File: config.mk
export PLATFORM = sky130hd
export DESIGN_NAME = acr_regs
export DESIGN_NICKNAME = d
export VERILOG_FILES = /design/src/acr_pkg.sv /design/src/acr_reg.sv /design/src/acr_regs.sv
export SDC_FILE = /design/constraint.sdc
export NUM_CORES = 1
export LEC_CHECK = 0
export BUFFER_PORTS_ARGS = -buffer_cell sky130_fd_sc_hd__buf_2
export CAP_MARGIN = 15
export CORE_ASPECT_RATIO = 1.1
export CORE_MARGIN = 5
export CORE_UTILIZATION = 30
export CTS_CLUSTER_SIZE = 12
export DETAILED_ROUTE_END_ITERATION = 16
export MAX_ROUTING_LAYER = met4
export PLACE_DENSITY = 0.54
export RECOVER_POWER = 25
export SYNTH_ARGS = -nofsm -noshare
export SYNTH_HDL_FRONTEND = slang
export SYNTH_SLANG_ARGS = --single-unit
File: constraint.sdc
create_clock -name clk_i -period 1.5 [get_ports clk_i]
set_input_delay 0.15 -clock clk_i [delete_from_list [all_inputs] [get_ports clk_i]]
set_output_delay 0.15 -clock clk_i [all_outputs]
set_load 0.01 [all_outputs]
File: src/acr_pkg.sv
// acr_pkg: register map, field layout and reset values of the channel calibration bank
// assumes a wishbone slave with 32-bit data; each register is one aligned word
package acr_pkg;
    localparam int unsigned DATA_W = 16;
    localparam int unsigned IDX_W  = 4;
    // register indices; byte address is four times the index
    localparam logic [3:0] IDX_THR_HIGH = 4'h7;
    localparam logic [3:0] IDX_THR_LOW  = 4'h8;
    localparam logic [3:0] IDX_CHANNEL0_CONFIG  = 4'h9;
    localparam logic [3:0] IDX_OCAL_HI  = 4'ha;
    localparam logic [3:0] IDX_OCAL_LO  = 4'hb;
    localparam logic [3:0] IDX_GCAL_HI  = 4'hc;
    localparam logic [3:0] IDX_GCAL_LO  = 4'hd;
    // reset values
    localparam logic [15:0] RST_ZERO    = 16'h0000;
    localparam logic [15:0] RST_GCAL_HI = 16'h8000;
    // writable bit masks, reserved bits read zero
    localparam logic [15:0] MASK_FULL    = 16'hffff;
    localparam logic [15:0] MASK_THR_LOW = 16'hff0f;
    localparam logic [15:0] MASK_CH_CFG  = 16'hffc7;
    localparam logic [15:0] MASK_CAL_LO  = 16'hff00;
    // field positions
    localparam int unsigned THR_LOW_LSB = 8;
    localparam int unsigned PHASE_LSB   = 6;
    localparam int unsigned PHASE_W     = 10;
    localparam int unsigned DCOFF_BIT   = 2;
    localparam int unsigned CAL_W       = 24;
    localparam logic [3:0]  COEFF_BYPASS = 4'h0;
    // shift for code 1 is 2 (1/4); coefficient is 2^-(code+1)
    localparam logic [4:0]  COEFF_SHIFT_BASE = 5'h01;
    // input selector codes
    localparam logic [1:0] MUX_PINS  = 2'h0;
    localparam logic [1:0] MUX_SHORT = 2'h1;
    localparam logic [1:0] MUX_TPOS  = 2'h2;
    localparam logic [1:0] MUX_TNEG  = 2'h3;
endpackage

File: src/acr_reg.sv
// acr_reg: one 16-bit register with a writable bit mask and byte lanes
// assumes the caller decodes the address and gives a single-cycle write strobe
`timescale 1ns/100ps
`default_nettype none
module acr_reg #(
    parameter logic [15:0] RESET_VAL = 16'h0000,
    parameter logic [15:0] WR_MASK   = 16'hffff
) (
    input  wire logic        clk_i,
    input  wire logic        rst_i,
    input  wire logic        wr_i,
    input  wire logic [1:0]  sel_i,
    input  wire logic [15:0] dat_i,
    output logic      [15:0] q_o
);
    logic [15:0] next_q;
    logic [15:0] lane;

    always_comb begin
        lane   = {{8{sel_i[1]}}, {8{sel_i[0]}}} & WR_MASK;
        next_q = q_o;
        if (wr_i) begin
            next_q = (q_o & ~lane) | (dat_i & lane);
        end
    end

    always_ff @(posedge clk_i) begin
        if (rst_i) begin
            q_o <= RESET_VAL & WR_MASK;
        end else begin
            q_o <= next_q;
        end
    end
endmodule
`default_nettype wire

File: src/acr_regs.sv
// acr_regs: calibration and configuration registers for converter channel 0
// assumes a classic wishbone master; registers sit at four times their index
//
// Functional notes
// - threshold high register holds threshold bits 23:8
// - threshold low upper byte holds bits 7:0
// - filter code zero bypasses, else 1/2^(n+1)
// - phase delay is signed ten-bit modulator cycles
// - channel disable bit forces dc removal off
// - input selector picks pins, short, test signals
// - offset value joins high word and low byte
// - gain value joins words, high resets 8000h
// - channel config at 9h, calibration through Dh
`timescale 1ns/100ps
`default_nettype none
module acr_regs (
    input  wire logic        clk_i,
    input  wire logic        rst_i,
    input  wire logic        cyc_i,
    input  wire logic        stb_i,
    input  wire logic        we_i,
    input  wire logic [5:2]  adr_i,
    input  wire logic [3:0]  sel_i,
    input  wire logic [31:0] dat_i,
    output logic      [31:0] dat_o,
    output logic             ack_o,
    output logic      [23:0] detect_threshold_o,
    output logic             dc_removal_bypass_o,
    output logic      [4:0]  dc_removal_shift_o,
    output logic      [9:0]  channel0_phase_delay_o,
    output logic      [1:0]  channel0_input_select_o,
    output logic             channel0_short_o,
    output logic             channel0_test_pos_o,
    output logic             channel0_test_neg_o,
    output logic      [23:0] channel0_offset_o,
    output logic      [23:0] channel0_gain_o
);
    logic        req;
    logic [15:0] detect_threshold_upper_r;
    logic [15:0] thr_low_r;
    logic [15:0] cfg_r;
    logic [15:0] ocal_hi_r;
    logic [15:0] ocal_lo_r;
    logic [15:0] gcal_hi_r;
    logic [15:0] gcal_lo_r;
    logic [31:0] next_dat;
    logic        next_ack;
    logic [23:0] next_thr;
    logic        next_bypass;
    logic [4:0]  next_shift;
    logic [1:0]  next_mux;
    logic [23:0] next_ocal;
    logic [23:0] next_gcal;

    // one write strobe per access; ack drops the cycle after
    assign req = cyc_i & stb_i & ~ack_o;

    localparam int unsigned THR_LOW_LSB_C = acr_pkg::THR_LOW_LSB;

    function automatic logic hit(input logic [3:0] idx);
        return req & we_i & (adr_i == idx);
    endfunction

    function automatic logic [23:0] join_cal(input logic [15:0] hi, input logic [15:0] lo);
        return {hi, lo[15:THR_LOW_LSB_C]};
    endfunction

    acr_reg #(.RESET_VAL(acr_pkg::RST_ZERO), .WR_MASK(acr_pkg::MASK_FULL)) u_thr_hi (
        .clk_i(clk_i), .rst_i(rst_i), .wr_i(hit(acr_pkg::IDX_THR_HIGH)),
        .sel_i(sel_i[1:0]), .dat_i(dat_i[15:0]), .q_o(detect_threshold_upper_r)
    );
    acr_reg #(.RESET_VAL(acr_pkg::RST_ZERO), .WR_MASK(acr_pkg::MASK_THR_LOW)) u_thr_lo (
        .clk_i(clk_i), .rst_i(rst_i), .wr_i(hit(acr_pkg::IDX_THR_LOW)),
        .sel_i(sel_i[1:0]), .dat_i(dat_i[15:0]), .q_o(thr_low_r)
    );
    acr_reg #(.RESET_VAL(acr_pkg::RST_ZERO), .WR_MASK(acr_pkg::MASK_CH_CFG)) u_cfg (
        .clk_i(clk_i), .rst_i(rst_i), .wr_i(hit(acr_pkg::IDX_CHANNEL0_CONFIG)),
        .sel_i(sel_i[1:0]), .dat_i(dat_i[15:0]), .q_o(cfg_r)
    );
    acr_reg #(.RESET_VAL(acr_pkg::RST_ZERO), .WR_MASK(acr_pkg::MASK_FULL)) u_ocal_hi (
        .clk_i(clk_i), .rst_i(rst_i), .wr_i(hit(acr_pkg::IDX_OCAL_HI)),
        .sel_i(sel_i[1:0]), .dat_i(dat_i[15:0]), .q_o(ocal_hi_r)
    );
    acr_reg #(.RESET_VAL(acr_pkg::RST_ZERO), .WR_MASK(acr_pkg::MASK_CAL_LO)) u_ocal_lo (
        .clk_i(clk_i), .rst_i(rst_i), .wr_i(hit(acr_pkg::IDX_OCAL_LO)),
        .sel_i(sel_i[1:0]), .dat_i(dat_i[15:0]), .q_o(ocal_lo_r)
    );
    acr_reg #(.RESET_VAL(acr_pkg::RST_GCAL_HI), .WR_MASK(acr_pkg::MASK_FULL)) u_gcal_hi (
        .clk_i(clk_i), .rst_i(rst_i), .wr_i(hit(acr_pkg::IDX_GCAL_HI)),
        .sel_i(sel_i[1:0]), .dat_i(dat_i[15:0]), .q_o(gcal_hi_r)
    );
    acr_reg #(.RESET_VAL(acr_pkg::RST_ZERO), .WR_MASK(acr_pkg::MASK_CAL_LO)) u_gcal_lo (
        .clk_i(clk_i), .rst_i(rst_i), .wr_i(hit(acr_pkg::IDX_GCAL_LO)),
        .sel_i(sel_i[1:0]), .dat_i(dat_i[15:0]), .q_o(gcal_lo_r)
    );

    always_comb begin
        next_ack = req;
        next_dat = 32'h0000_0000;
        // unmapped indices still ack and read zero, so software never hangs
        if (req & ~we_i) begin
            unique case (adr_i)
                acr_pkg::IDX_THR_HIGH: next_dat[15:0] = detect_threshold_upper_r;
                acr_pkg::IDX_THR_LOW:  next_dat[15:0] = thr_low_r;
                acr_pkg::IDX_CHANNEL0_CONFIG:  next_dat[15:0] = cfg_r;
                acr_pkg::IDX_OCAL_HI:  next_dat[15:0] = ocal_hi_r;
                acr_pkg::IDX_OCAL_LO:  next_dat[15:0] = ocal_lo_r;
                acr_pkg::IDX_GCAL_HI:  next_dat[15:0] = gcal_hi_r;
                acr_pkg::IDX_GCAL_LO:  next_dat[15:0] = gcal_lo_r;
                default:               next_dat = 32'h0000_0000;
            endcase
        end
    end

    always_comb begin
        next_thr    = {detect_threshold_upper_r, thr_low_r[15:THR_LOW_LSB_C]};
        // channel disable overrides the shared selector
        next_bypass = (thr_low_r[3:0] == acr_pkg::COEFF_BYPASS) |
                      cfg_r[acr_pkg::DCOFF_BIT];
        next_shift  = next_bypass ? 5'h00
                                  : 5'({1'b0, thr_low_r[3:0]} + acr_pkg::COEFF_SHIFT_BASE);
        next_mux    = cfg_r[1:0];
        next_ocal   = join_cal(ocal_hi_r, ocal_lo_r);
        next_gcal   = join_cal(gcal_hi_r, gcal_lo_r);
    end

    always_ff @(posedge clk_i) begin
        if (rst_i) begin
            ack_o                   <= 1'b0;
            dat_o                   <= 32'h0000_0000;
            detect_threshold_o      <= 24'h00_0000;
            dc_removal_bypass_o     <= 1'b1;
            dc_removal_shift_o      <= 5'h00;
            channel0_phase_delay_o  <= 10'h000;
            channel0_input_select_o <= acr_pkg::MUX_PINS;
            channel0_short_o        <= 1'b0;
            channel0_test_pos_o     <= 1'b0;
            channel0_test_neg_o     <= 1'b0;
            channel0_offset_o       <= 24'h00_0000;
            channel0_gain_o         <= 24'h80_0000;
        end else begin
            ack_o                   <= next_ack;
            dat_o                   <= next_dat;
            detect_threshold_o      <= next_thr;
            dc_removal_bypass_o     <= next_bypass;
            dc_removal_shift_o      <= next_shift;
            // signed two's complement, passed as raw bits to the delay line
            channel0_phase_delay_o  <= cfg_r[acr_pkg::PHASE_LSB +: acr_pkg::PHASE_W];
            channel0_input_select_o <= next_mux;
            channel0_short_o        <= next_mux == acr_pkg::MUX_SHORT;
            channel0_test_pos_o     <= next_mux == acr_pkg::MUX_TPOS;
            channel0_test_neg_o     <= next_mux == acr_pkg::MUX_TNEG;
            channel0_offset_o       <= next_ocal;
            channel0_gain_o         <= next_gcal;
        end
    end
endmodule
`default_nettype wire

### Word level (Yosys, flattened, before mapping)

Index checks and enable logic that the tools add are counted.

| word-level totals | value |
|---|---|
| logic and storage cells | 72 |
| register bits | 238 |
| output and inout bits | 126 |

| cells by class | value |
|---|---|
| $add $sub $neg | 1 |
| reduce and logical (&&, ||, !) cells | 3 |
| equal/unequal tests | 10 |
| bitwise logic cells | 37 |
| muxes and demuxes | 1 |

Operators with widths:

| kind | count |
|---|---|
| 16-bit bitwise AND | 11 |
| 16-bit bitwise OR | 7 |
| 16-bit case mux with 7 select lines | 1 |
| 16-bit inverter | 4 |
| 4-bit equality test (second input constant) | 6 |
| 1-bit bitwise AND | 11 |
| 4-bit by 1-bit adder with 5-bit output (second input constant) | 1 |
| 2-bit equality test (second input constant) | 2 |
| 4-bit by 3-bit equality test with 1-bit output (second input constant) | 1 |
| 4-bit logical NOT | 1 |
| 2-bit OR reduction | 2 |
| 1-bit inverter | 3 |
| 2-bit by 1-bit equality test with 1-bit output (second input constant) | 1 |
| 1-bit bitwise OR | 1 |

### Depth between registers and ports, before layout

Gate-level depths: netlist of the first run.

| logic depth | value |
|---|---|
| depth after elaboration | 5 |
| gate-level depth with buffers | 6 |

### Hierarchy

A second synthesis of the first run with hierarchy kept.

| unflattened totals | value |
|---|---|
| cell total of the unflattened synthesis | 857 |
| area, all modules | 8649.5 um^2 |

Modules (own cells, without submodules):

| module | times used | cells each | area each (um^2) |
|---|---|---|---|
| acr_regs | 1 | 424 | 4400.5 |
| acr_reg at u_ocal_hi ... | 2 | 73 | 735.7 |
| acr_reg at u_gcal_lo ... | 2 | 46 | 430.4 |
| acr_reg at u_gcal_hi | 1 | 73 | 734.5 |
| acr_reg at u_cfg | 1 | 63 | 608.1 |
| acr_reg at u_thr_lo | 1 | 59 | 574.3 |

### Least setup slack after synthesis of the first run

OpenSTA, ideal clock, no wires.

| timing | value |
|---|---|
| path type | register to register |
| start | reg ack_o |
| end | reg (tool-made name) |
| cell stages (with the launch flop) | 6 |
| library setup time | 0.132 ns |
| period minus slack after synthesis | 1.456 ns |
| path slack | 0.044 ns |
| arrival | 1.324 ns |
| required time | 1.368 ns |
| cells stage by stage | dfxtp_1 > nand4b_1 > buf_2 > buf_1 > o31ai_1 > a21oi_1 |

RTL lines:

| element | line | RTL |
|---|---|---|
| start: declaration | acr_regs.sv:26 | `output logic ack_o,` |
| start signal: assignment | acr_regs.sv:142 | `ack_o <= next_ack;` |

==> results of run 1 <==
## cell type report
| type | count | area share |
|---|---|---|
| Sequential cell | 199 | 0.404 |
| Multi-Input combinational cell | 531 | 0.367 |
| Timing Repair Buffer | 185 | 0.122 |
| Tap cell | 357 | 0.0453 |
| Clock buffer | 19 | 0.0449 |
| Clock inverter | 13 | 0.0140 |
| Inverter | 6 | 0.00229 |
| Antenna cell | 1 | 0.000254 |
## critical path: cells and delay by family, from the launching register on
kind	cells	cell delay (ns)
AOI/OAI and AO/OA	2	0.40
DFF	1	0.33
buffers and inverters	1	0.27
and+or+nand+nor	1	0.22
## cells by family after synthesis
logic type	count (synthesis)	share of synthesized area
compound gates	226	0.182
xor+xnor	2	0.00216
fa+ha+maj	2	0.00308
buf+inv	118	0.0717
flops	199	0.491
mux	14	0.0179
other cells	1	0.000462
simple gates	271	0.232
## per-stage QoR
step                cell area (um^2)  TNS [ns]  instances  power (mW)   util
floorplan                       8180         0        848        5.83      -
global placement                9260  -0.00622       1276        6.08  0.345
detailed placement              9260         0       1276        6.08  0.345
CTS                             9860         0       1310        10.7  0.368
global route                    9850         0       1311        10.9  0.368
finish                          9850         0       1311        10.6  0.368
## report_power, final
part | switching [mW] | internal (mW)
registers | 0.00670 | 5.29
clock network | 2.20 | 2.39
logic | 0.487 | 0.186
total | 2.69 | 7.86
## worst max-delay path by stage
stage | start | end | slack, ns | depth (start not counted)
after floorplan | ack_o | flop | 0.04 | 5
after global placement | adr_i[5] | dat_o[15] | -0.006 | 5
after detailed placement | adr_i[5] | dat_o[15] | 0.001 | 5
after CTS | ack_o | flop | 0.09 | 4
after global routing | ack_o | flop | 0.007 | 4
final | ack_o | flop | 0.10 | 4
## synth_stat cells, types with 3 or more instances
master	number	share of area
nand2_1	15	0.0069
buf_4	23	0.021
nor2_1	4	0.0018
buf_6	3	0.0042
mux2_2	4	0.0055
a31oi_1	10	0.0077
and4b_1	12	0.015
nand3b_1	11	0.010
clkbuf_1	57	0.026
buf_2	22	0.014
o22a_1	5	0.0054
nor2b_1	88	0.068
and4bb_2	3	0.0046
nor3b_1	3	0.0028
nand4_1	88	0.068
o31ai_1	78	0.072
o31ai_2	10	0.015
mux2i_1	10	0.012
o21ai_0	18	0.011
nand3_1	4	0.0025
nor4bb_1	9	0.011
and3b_1	16	0.017
buf_1	5	0.0023
nand4bb_1	3	0.0042
a21oi_1	92	0.057
dfxtp_1	199	0.49
inv_1	6	0.0028
a21o_1	5	0.0046
## layout by cell type (no fill, tap or decap), types with 11 or more instances in the layout
| master | instances |
|---|---|
| dfxtp_1 | 199 |
| buf_2 | 135 |
| a21oi_1 | 92 |
| nor2b_1 | 88 |
| nand4_1 | 88 |
| o31ai_1 | 78 |
| buf_4 | 34 |
| o21ai_0 | 18 |
| clkbuf_16 | 17 |
| and3b_1 | 16 |
| conb_1 | 16 |
| nand2_1 | 15 |
| buf_12 | 12 |
| and4b_1 | 11 |
| nand3b_1 | 11 |
## metal layers
layer / wire (um) / part of all wire / vias up
li1: - / - / 3263
met1: 11700 / 0.46 / 3277
met2: 11700 / 0.46 / 261
met3: 1570 / 0.062 / 31
met4: 422 / 0.017 / 0
met5: 0 / 0 / -
==> flow_metrics.tcl, run 1 <==
set metrics [dict create \
    core_area_mm2 0.0268 \
    grt_usage 0.169 \
    cts_setup_buffers 0 \
    met3_usage 0.0334 \
    drive_gt1_frac 0.252 \
    hold_violations 0 \
    cts_buffers 17 \
    drtPass1Iterations 5 \
    tightestPinTransition_ns 0.696 \
    chipHeight_um 183 \
    leakage_nw 3.79 \
    cap_violations 0 \
    yosysWarnings 0 \
    outcome "complete, no violations" \
    synth_async_sr_flop_share 0 \
    clock_latency_ns 0.45 \
    die-area_mm2 0.0305 \
    fin_ws_ns 0.103 \
    cpMaxStageDelayCell "dfxtp_1" \
    grt_util_met1 0.224 \
    start_util 0.303 \
    synthFlopType "dfxtp_1" \
    final_nets 987 \
    critPathKind "flop to flop" \
    holdPathStages 3 \
    holdBufCountCts 2 \
    ys_ff_latch 199 \
    yosysSeqAreaShare 0.491 \
    r2r_start "ack_o" \
    setup_viol 0 \
    grt_max_degree 90 \
    slowest_delay_ns 0.33 \
    avgSynthCellArea_um2 9.75 \
    r2r_slack_ns 0.10 \
    relSlewSlack 0.536 \
    drc 0 \
    worstPathCellList "nand4b_1 > buf_12 > o31ai_1 > a21oi_1" \
    cp-start-kind "flop" \
    ant_nets 0 \
    initialDrtViolationCount 623 \
    io_pins 171 \
    cts_num_sinks 199 \
    hold_ws_ns 0.0242 \
    grt_pass1_vias 6677 \
    fmax_mhz 716 \
    wl_per_cell_um 19.4 \
    synthesis.instances 833 \
    grt_pass1_wl_um 39500 \
    vias_per_cell 5.21 \
    root_buffer "clkbuf_16" \
    routed_wl_um 25400 \
    rsz0062_at_grt "no" \
    rr_worst_depth 4 \
    htreeDepth 4 \
    power_density_mw_per_mm2 1070 \
    synthDistinctLibCells 52 \
    die_w_um 167 \
    final.period_utilization 0.931 \
    hp-class "input pin to flop" \
    worstHoldStart "dat_i[3]" \
    cts_tree "yes" \
    min_period_ns 1.40 \
    critPathRequiredTime_ns 1.83 \
    syn_to_final_growth_pct 21.4 \
    drv_slew 0 \
    synth_edf_count 0 \
    critPathCaptureType "flop" \
    num_vias 6832 \
    multi_input_area_mm2 0.00362 \
    io_buffers 136 \
    grt-ovfl-total 0 \
    final-seq-area_mm2 0.00398 \
    peakVddDrop_mv 0.611 \
    busiest_layer "met2" \
    crit_fanout 89 \
    dp_slack_ns 0.00110 \
    arrival_ns 1.73 \
    fillerInstances 2803 \
    gp_congestion 0.852 \
    skew_ns 0.0102 \
    synth_area_mm2 0.00812 \
    post_cts_resized 0 \
    hpwl_um 17100 \
    cts.path.max_buffers 2 \
    grt_antenna_before_repair 1 \
    clkSlewWorstSetupHoldPaths_ns 0.07 \
    rows 63 \
    gr-usage-met2 0.260 \
]
Power figures use the tool's default switching activity.
==> run 2, diff against run 1 <==
--- a/config.mk
+++ b/config.mk
@@ -12,6 +12,7 @@
 export CORE_UTILIZATION = 30
 export CTS_CLUSTER_SIZE = 12
 export DETAILED_ROUTE_END_ITERATION = 16
+export HOLD_SLACK_MARGIN = 0.15
 export MAX_ROUTING_LAYER = met4
 export PLACE_DENSITY = 0.54
 export RECOVER_POWER = 25
==> run 2 against run 1 <==
Cell area up 1.2%. Die area unchanged. Sequential power about the same. Total power up 0.32%. Clock-buffer cell count unchanged. Fmax down 1.8%. Critical path depth unchanged. Hold slack better by 0.17 ns. Clock skew about the same. Clock power about the same.
==> flow_metrics.tcl, run 2 (same netlist as run 1, synthesis figures left out) <==
set metrics [dict create \
    outcome "complete, no violations" \
    grt_antenna_before_repair 1 \
    drc 0 \
    cts_buffers 17 \
    hold_violations 0 \
    die_w_um 167 \
    vias_per_cell 5.21 \
    hp-class "input pin to flop" \
    grt_usage 0.170 \
    layout_common_cells "dfxtp_1 (199), a21oi_1 (92), nor2b_1 (88), nand4_1 (88), buf_2 (86)" \
    cts_tree "yes" \
    rows 63 \
    root_buffer "clkbuf_16" \
    finalPower_mw 10.6 \
    core_area_mm2 0.0268 \
    drive_gt1_frac 0.199 \
    cts_setup_buffers 0 \
    wl_per_cell_um 19.2 \
    io_pins 171 \
    dp_slack_ns 0.00110 \
    gp_congestion 0.852 \
    io_buffers 136 \
    worstHoldStart "sel_i[1]" \
    routed_wl_um 25600 \
    htreeDepth 4 \
    leakage_nw 3.65 \
    tightestPinTransition_ns 0.636 \
    crit_fanout 89 \
    final.period_utilization 0.949 \
    peakVddDrop_mv 0.611 \
    hpwl_um 17100 \
    cap_violations 0 \
    fin_ws_ns 0.0770 \
    grt-ovfl-total 0 \
    num_vias 6923 \
    cts.path.max_buffers 2 \
    finalInstanceArea_mm2 0.00997 \
    arrival_ns 1.75 \
    critPathRequiredTime_ns 1.83 \
    r2r_start "ack_o" \
    layout_commonest_cell "dfxtp_1" \
    min_period_ns 1.42 \
    clkSlewWorstSetupHoldPaths_ns 0.08 \
    setup_viol 0 \
    final_nets 1004 \
    critPathKind "flop to flop" \
    drtPass1Iterations 5 \
    fin_cells 1328 \
    clock_latency_ns 0.45 \
    syn_to_final_growth_pct 22.8 \
    dpl_cell_area_mm2 0.00926 \
    fmax_mhz 703 \
    grt_pass1_vias 6765 \
    ant_nets 0 \
    grt_max_degree 90 \
    start_util 0.303 \
    skew_ns 0.0101 \
    initialDrtViolationCount 582 \
    power_density_mw_per_mm2 1060 \
    cp-start-kind "flop" \
    grt_pass1_wl_um 39800 \
    fin_tns_setup_ns 0 \
    dp.cells 1276 \
    drv_slew 0 \
    relSlewSlack 0.576 \
    chipHeight_um 183 \
    crit_start "ack_o" \
    critPathCaptureType "flop" \
    rsz0062_at_grt "no" \
    die-area_mm2 0.0305 \
    cts_num_sinks 199 \
]
-- run 2: cell types whose count changed in the layout (fill, tap and decap cells not counted) --
cell           previous run  this run
dlygate4sd3_1             2        19
and4bb_1                  1         0
and4bb_2                  2         3
clkbuf_1                  2        50
buf_4                    34        36
buf_2                   135        86
clkbuf_2                  1         0
-- run 2: where the power goes --
| part | internal (mW) | total, mW | switching (mW) |
|---|---|---|---|
| sequential | 5.29 | 5.29 | 0.00672 |
| clock | 2.39 | 4.58 | 2.20 |
| combinational | 0.217 | 0.709 | 0.492 |
-- run 2: worst paths after layout --
| path | to | slack, ns | cells after the start |
|---|---|---|---|
| min | flop | 0.19 | 4 |
| max reg2reg | flop | 0.08 | 4 |
| max | flop | 0.08 | 4 |
| min reg2reg | flop | 0.49 | 2 |
-- run 2: cell type report --
type / instances / area (um^2)
fill: 2798 / 16800
sequential: 199 / 3980
tap: 357 / 447
clock buffer: 19 / 443
antenna: 1 / 2.50
clock inverter: 13 / 138
multi-input combinational: 531 / 3620
inverter: 6 / 22.5
timing repair buffer: 202 / 1320
-- run 2: through the flow --
| step | utilization | hold slack (ns) |
|---|---|---|
| CTS | 0.374 | 0.171 |
| global placement | 0.345 | 0.462 |
| finish | 0.372 | 0.194 |
| global route | 0.372 | 0.187 |
| detailed placement | 0.345 | 0.472 |
| floorplan | - | 0.229 |
-- run 2: repair_timing --
| item | in CTS | in global routing |
|---|---|---|
| hold buffers | 19 | 0 |
| endpoints found under the hold margin | 90 | 0 |
| resized for setup | 0 | 0 |
| endpoints found under the setup margin | 0 | 0 |
-- run 2: critical path, stage by stage (launching register included) --
cell and delay, ns:
dfxtp_1 0.33, nand4b_1 0.22, buf_12 0.26, o31ai_1 0.31, a21oi_1 0.10
-- run 2: routing by layer --
metal	global-route usage	routed length, um	part of all wire
met5	-	0	0
met4	0.0534	444	0.017
met3	0.0334	1600	0.062
met2	0.263	11900	0.46
met1	0.225	11700	0.46
==> run 3, diff against run 2 <==
--- a/config.mk
+++ b/config.mk
@@ -5,6 +5,7 @@
 export SDC_FILE = /design/constraint.sdc
 export NUM_CORES = 1
 export LEC_CHECK = 0
+export ABC_AREA = 1
 export BUFFER_PORTS_ARGS = -buffer_cell sky130_fd_sc_hd__buf_2
 export CAP_MARGIN = 15
 export CORE_ASPECT_RATIO = 1.1
==> run 3 against run 2 <==
Critical path depth rose by 7. Clock-buffer cell count did not move. Register-to-register slack improved by 0.02 ns. Setup slack improved by 0.020 ns. Largest power group unchanged.
==> flow_metrics.tcl, run 3 <==
set metrics [dict create \
    ys_ff_latch 199 \
    io_buffers 136 \
    wl_per_cell_um 14.6 \
    synth_async_sr_flop_share 0 \
    ant_nets 0 \
    yosys.area.top_type "dfxtp_1" \
    synthesis.instances 1040 \
    rr_worst_depth 10 \
    antenna_cells 0 \
    worstHoldStart "dat_i[6]" \
    grt_usage 0.159 \
    setup_viol 0 \
    root_buffer "clkbuf_16" \
    grt-ovfl-total 0 \
    synthFlopType "dfxtp_1" \
    wl_met3_um 1400 \
    cts_buffers 17 \
    cts_setup_buffers 0 \
    cts_num_sinks 199 \
    r2r_start "ack_o" \
    clock_latency_ns 0.43 \
    grt_pass1_vias 6363 \
    synth_top_area_frac 0.526 \
    critPathCaptureType "flop" \
    core_area_mm2 0.0251 \
    chipHeight_um 177 \
    drtPass1Iterations 5 \
    htreeDepth 4 \
    final_util 0.380 \
    drv_slew 0 \
    power_density_mw_per_mm2 1100 \
    syn_to_final_growth_pct 26.1 \
    synth_area_leaders "dfxtp_1 (53%), nor2_1 (15%), nand2_1 (8.7%)" \
    drc 0 \
    min_period_ns 1.40 \
    critPathKind "input pin to flop" \
    outcome "complete, no violations" \
    layout_common_cells "nor2_1 (309), dfxtp_1 (198), nand2_1 (173)" \
    gp_congestion 0.836 \
    peakVddDrop_mv 0.618 \
    critPathRequiredTime_ns 1.86 \
    final_nets 1255 \
    io_pins 171 \
    fmax_mhz 713 \
    wl_met2_um 10700 \
    drive_gt1_frac 0.159 \
    routed_wl_um 22500 \
    dp.cells 1489 \
    rows 61 \
    yosys-top-cells-count "nor2_1 (312), dfxtp_1 (199), nand2_1 (176)" \
    grt_pass1_wl_um 34500 \
    synthDistinctLibCells 26 \
    cts.path.max_buffers 2 \
    crit_fanout 8 \
    fillerInstances 2675 \
    leakage_nw 4.06 \
    clkSlewWorstSetupHoldPaths_ns 0.07 \
    hpwl_um 16000 \
    relSlewSlack 0.574 \
    r2r_slack_ns 0.1 \
    final-seq-area_mm2 0.00399 \
    multi_input_area_mm2 0.00291 \
    hp-class "input pin to flop" \
    layout_commonest_cell "nor2_1" \
    synth_area_mm2 0.00757 \
    yosysWarnings 0 \
    tightestPinTransition_ns 0.639 \
    final.period_utilization 0.936 \
    start_util 0.301 \
    hold_violations 0 \
    avgSynthCellArea_um2 7.28 \
    rsz0062_at_grt "no" \
    die_w_um 161 \
    fin_cells 1535 \
    num_vias 6749 \
    cts_tree "yes" \
    vias_per_cell 4.40 \
    grt_antenna_before_repair 0 \
    die-area_mm2 0.0285 \
    wl_met1_um 9960 \
    grt_max_degree 57 \
    crit_start "we_i" \
    synth_edf_count 0 \
    cap_violations 0 \
    cp-start-kind "input pin" \
    maxUsedRoutingLayer "met4" \
    hold_ws_ns 0.178 \
    arrival_ns 1.77 \
    yosysMostFrequentCell "nor2_1" \
    skew_ns 0.00976 \
    initialDrtViolationCount 515 \
    yosysSeqAreaShare 0.526 \
]
[run 3: changes by cell type after synthesis, moves of 11 or more]
cell,previous run,this run
nand2_1,15,176
and3b_1,16,0
nor2_1,4,312
clkbuf_1,57,18
inv_1,6,113
o31ai_1,78,0
nand3_1,4,105
nand4_1,88,17
nor2b_1,88,0
a21oi_1,92,10
nand3b_1,11,0
and4b_1,12,0
[run 3: final cells by class]
class | count | area share
multi-input combinational | 678 | 0.305
tap | 315 | 0.0413
clock inverter | 12 | 0.0146
sequential | 199 | 0.418
timing repair buffer | 195 | 0.129
clock buffer | 19 | 0.0464
inverter | 117 | 0.0460
[run 3: stage by stage]
stage	setup slack (ns)	instance area [um^2]	total power, mW	TNS (ns)
detailed placement	-0.00995	8800	5.95	-0.00995
global placement	0.0224	8800	5.95	0
CTS	0.0309	9500	10.6	0
floorplan	0.156	7620	5.76	0
global route	0.000264	9540	10.9	0
finish	0.0967	9540	10.5	0
[run 3: what timing repair did]
action / CTS / global route
hold endpoints to repair: 24 / 0
gates cloned: 0 / 3
pin swaps: 0 / 3
hold buffers: 12 / 0
endpoints found under the setup margin: 1 / 67
resized for setup: 1 / 14
[run 3: power by group]
group	internal [mW]	total [mW]	leakage [nW]	switching, mW
Combinational	0.181	0.566	2.18	0.385
Clock	2.52	4.62	0.285	2.10
Sequential	5.29	5.30	1.60	0.0101
[run 3: logic make-up after synthesis]
| family | after synthesis | share of synthesized area |
|---|---|---|
| and+or+nand+nor | 637 | 0.353 |
| DFF | 199 | 0.526 |
| buffers and inverters | 178 | 0.101 |
| AOI/OAI and AO/OA | 23 | 0.0160 |
| adders and majority gates | 2 | 0.00331 |
| other | 1 | 0.000495 |
[run 3: worst min-delay path by stage]
stage,endpoint,slack [ns],cells after the start
3_5_place_dp,flop,0.40,3
3_3_place_gp,flop,0.40,3
4_1_cts,flop,0.15,5
6_report,flop,0.18,5
2_1_floorplan,flop,0.26,2
5_1_grt,flop,0.19,5
[run 3: layer usage]
layer / GRT usage / up-vias
li1: - / 3467
met1: 0.207 / 3007
met2: 0.256 / 253
met3: 0.0280 / 22
met4: 0.0469 / 0
met5: - / -
[run 3: critical path: stages]
cell and delay, ns:
dlygate4sd3_1 0.55, buf_2 0.13, inv_1 0.06, nor2_1 0.10, buf_4 0.15, nand2_4 0.07
buf_4 0.16, nor2_2 0.09, buf_6 0.14, nor2_1 0.04, nor2_1 0.10
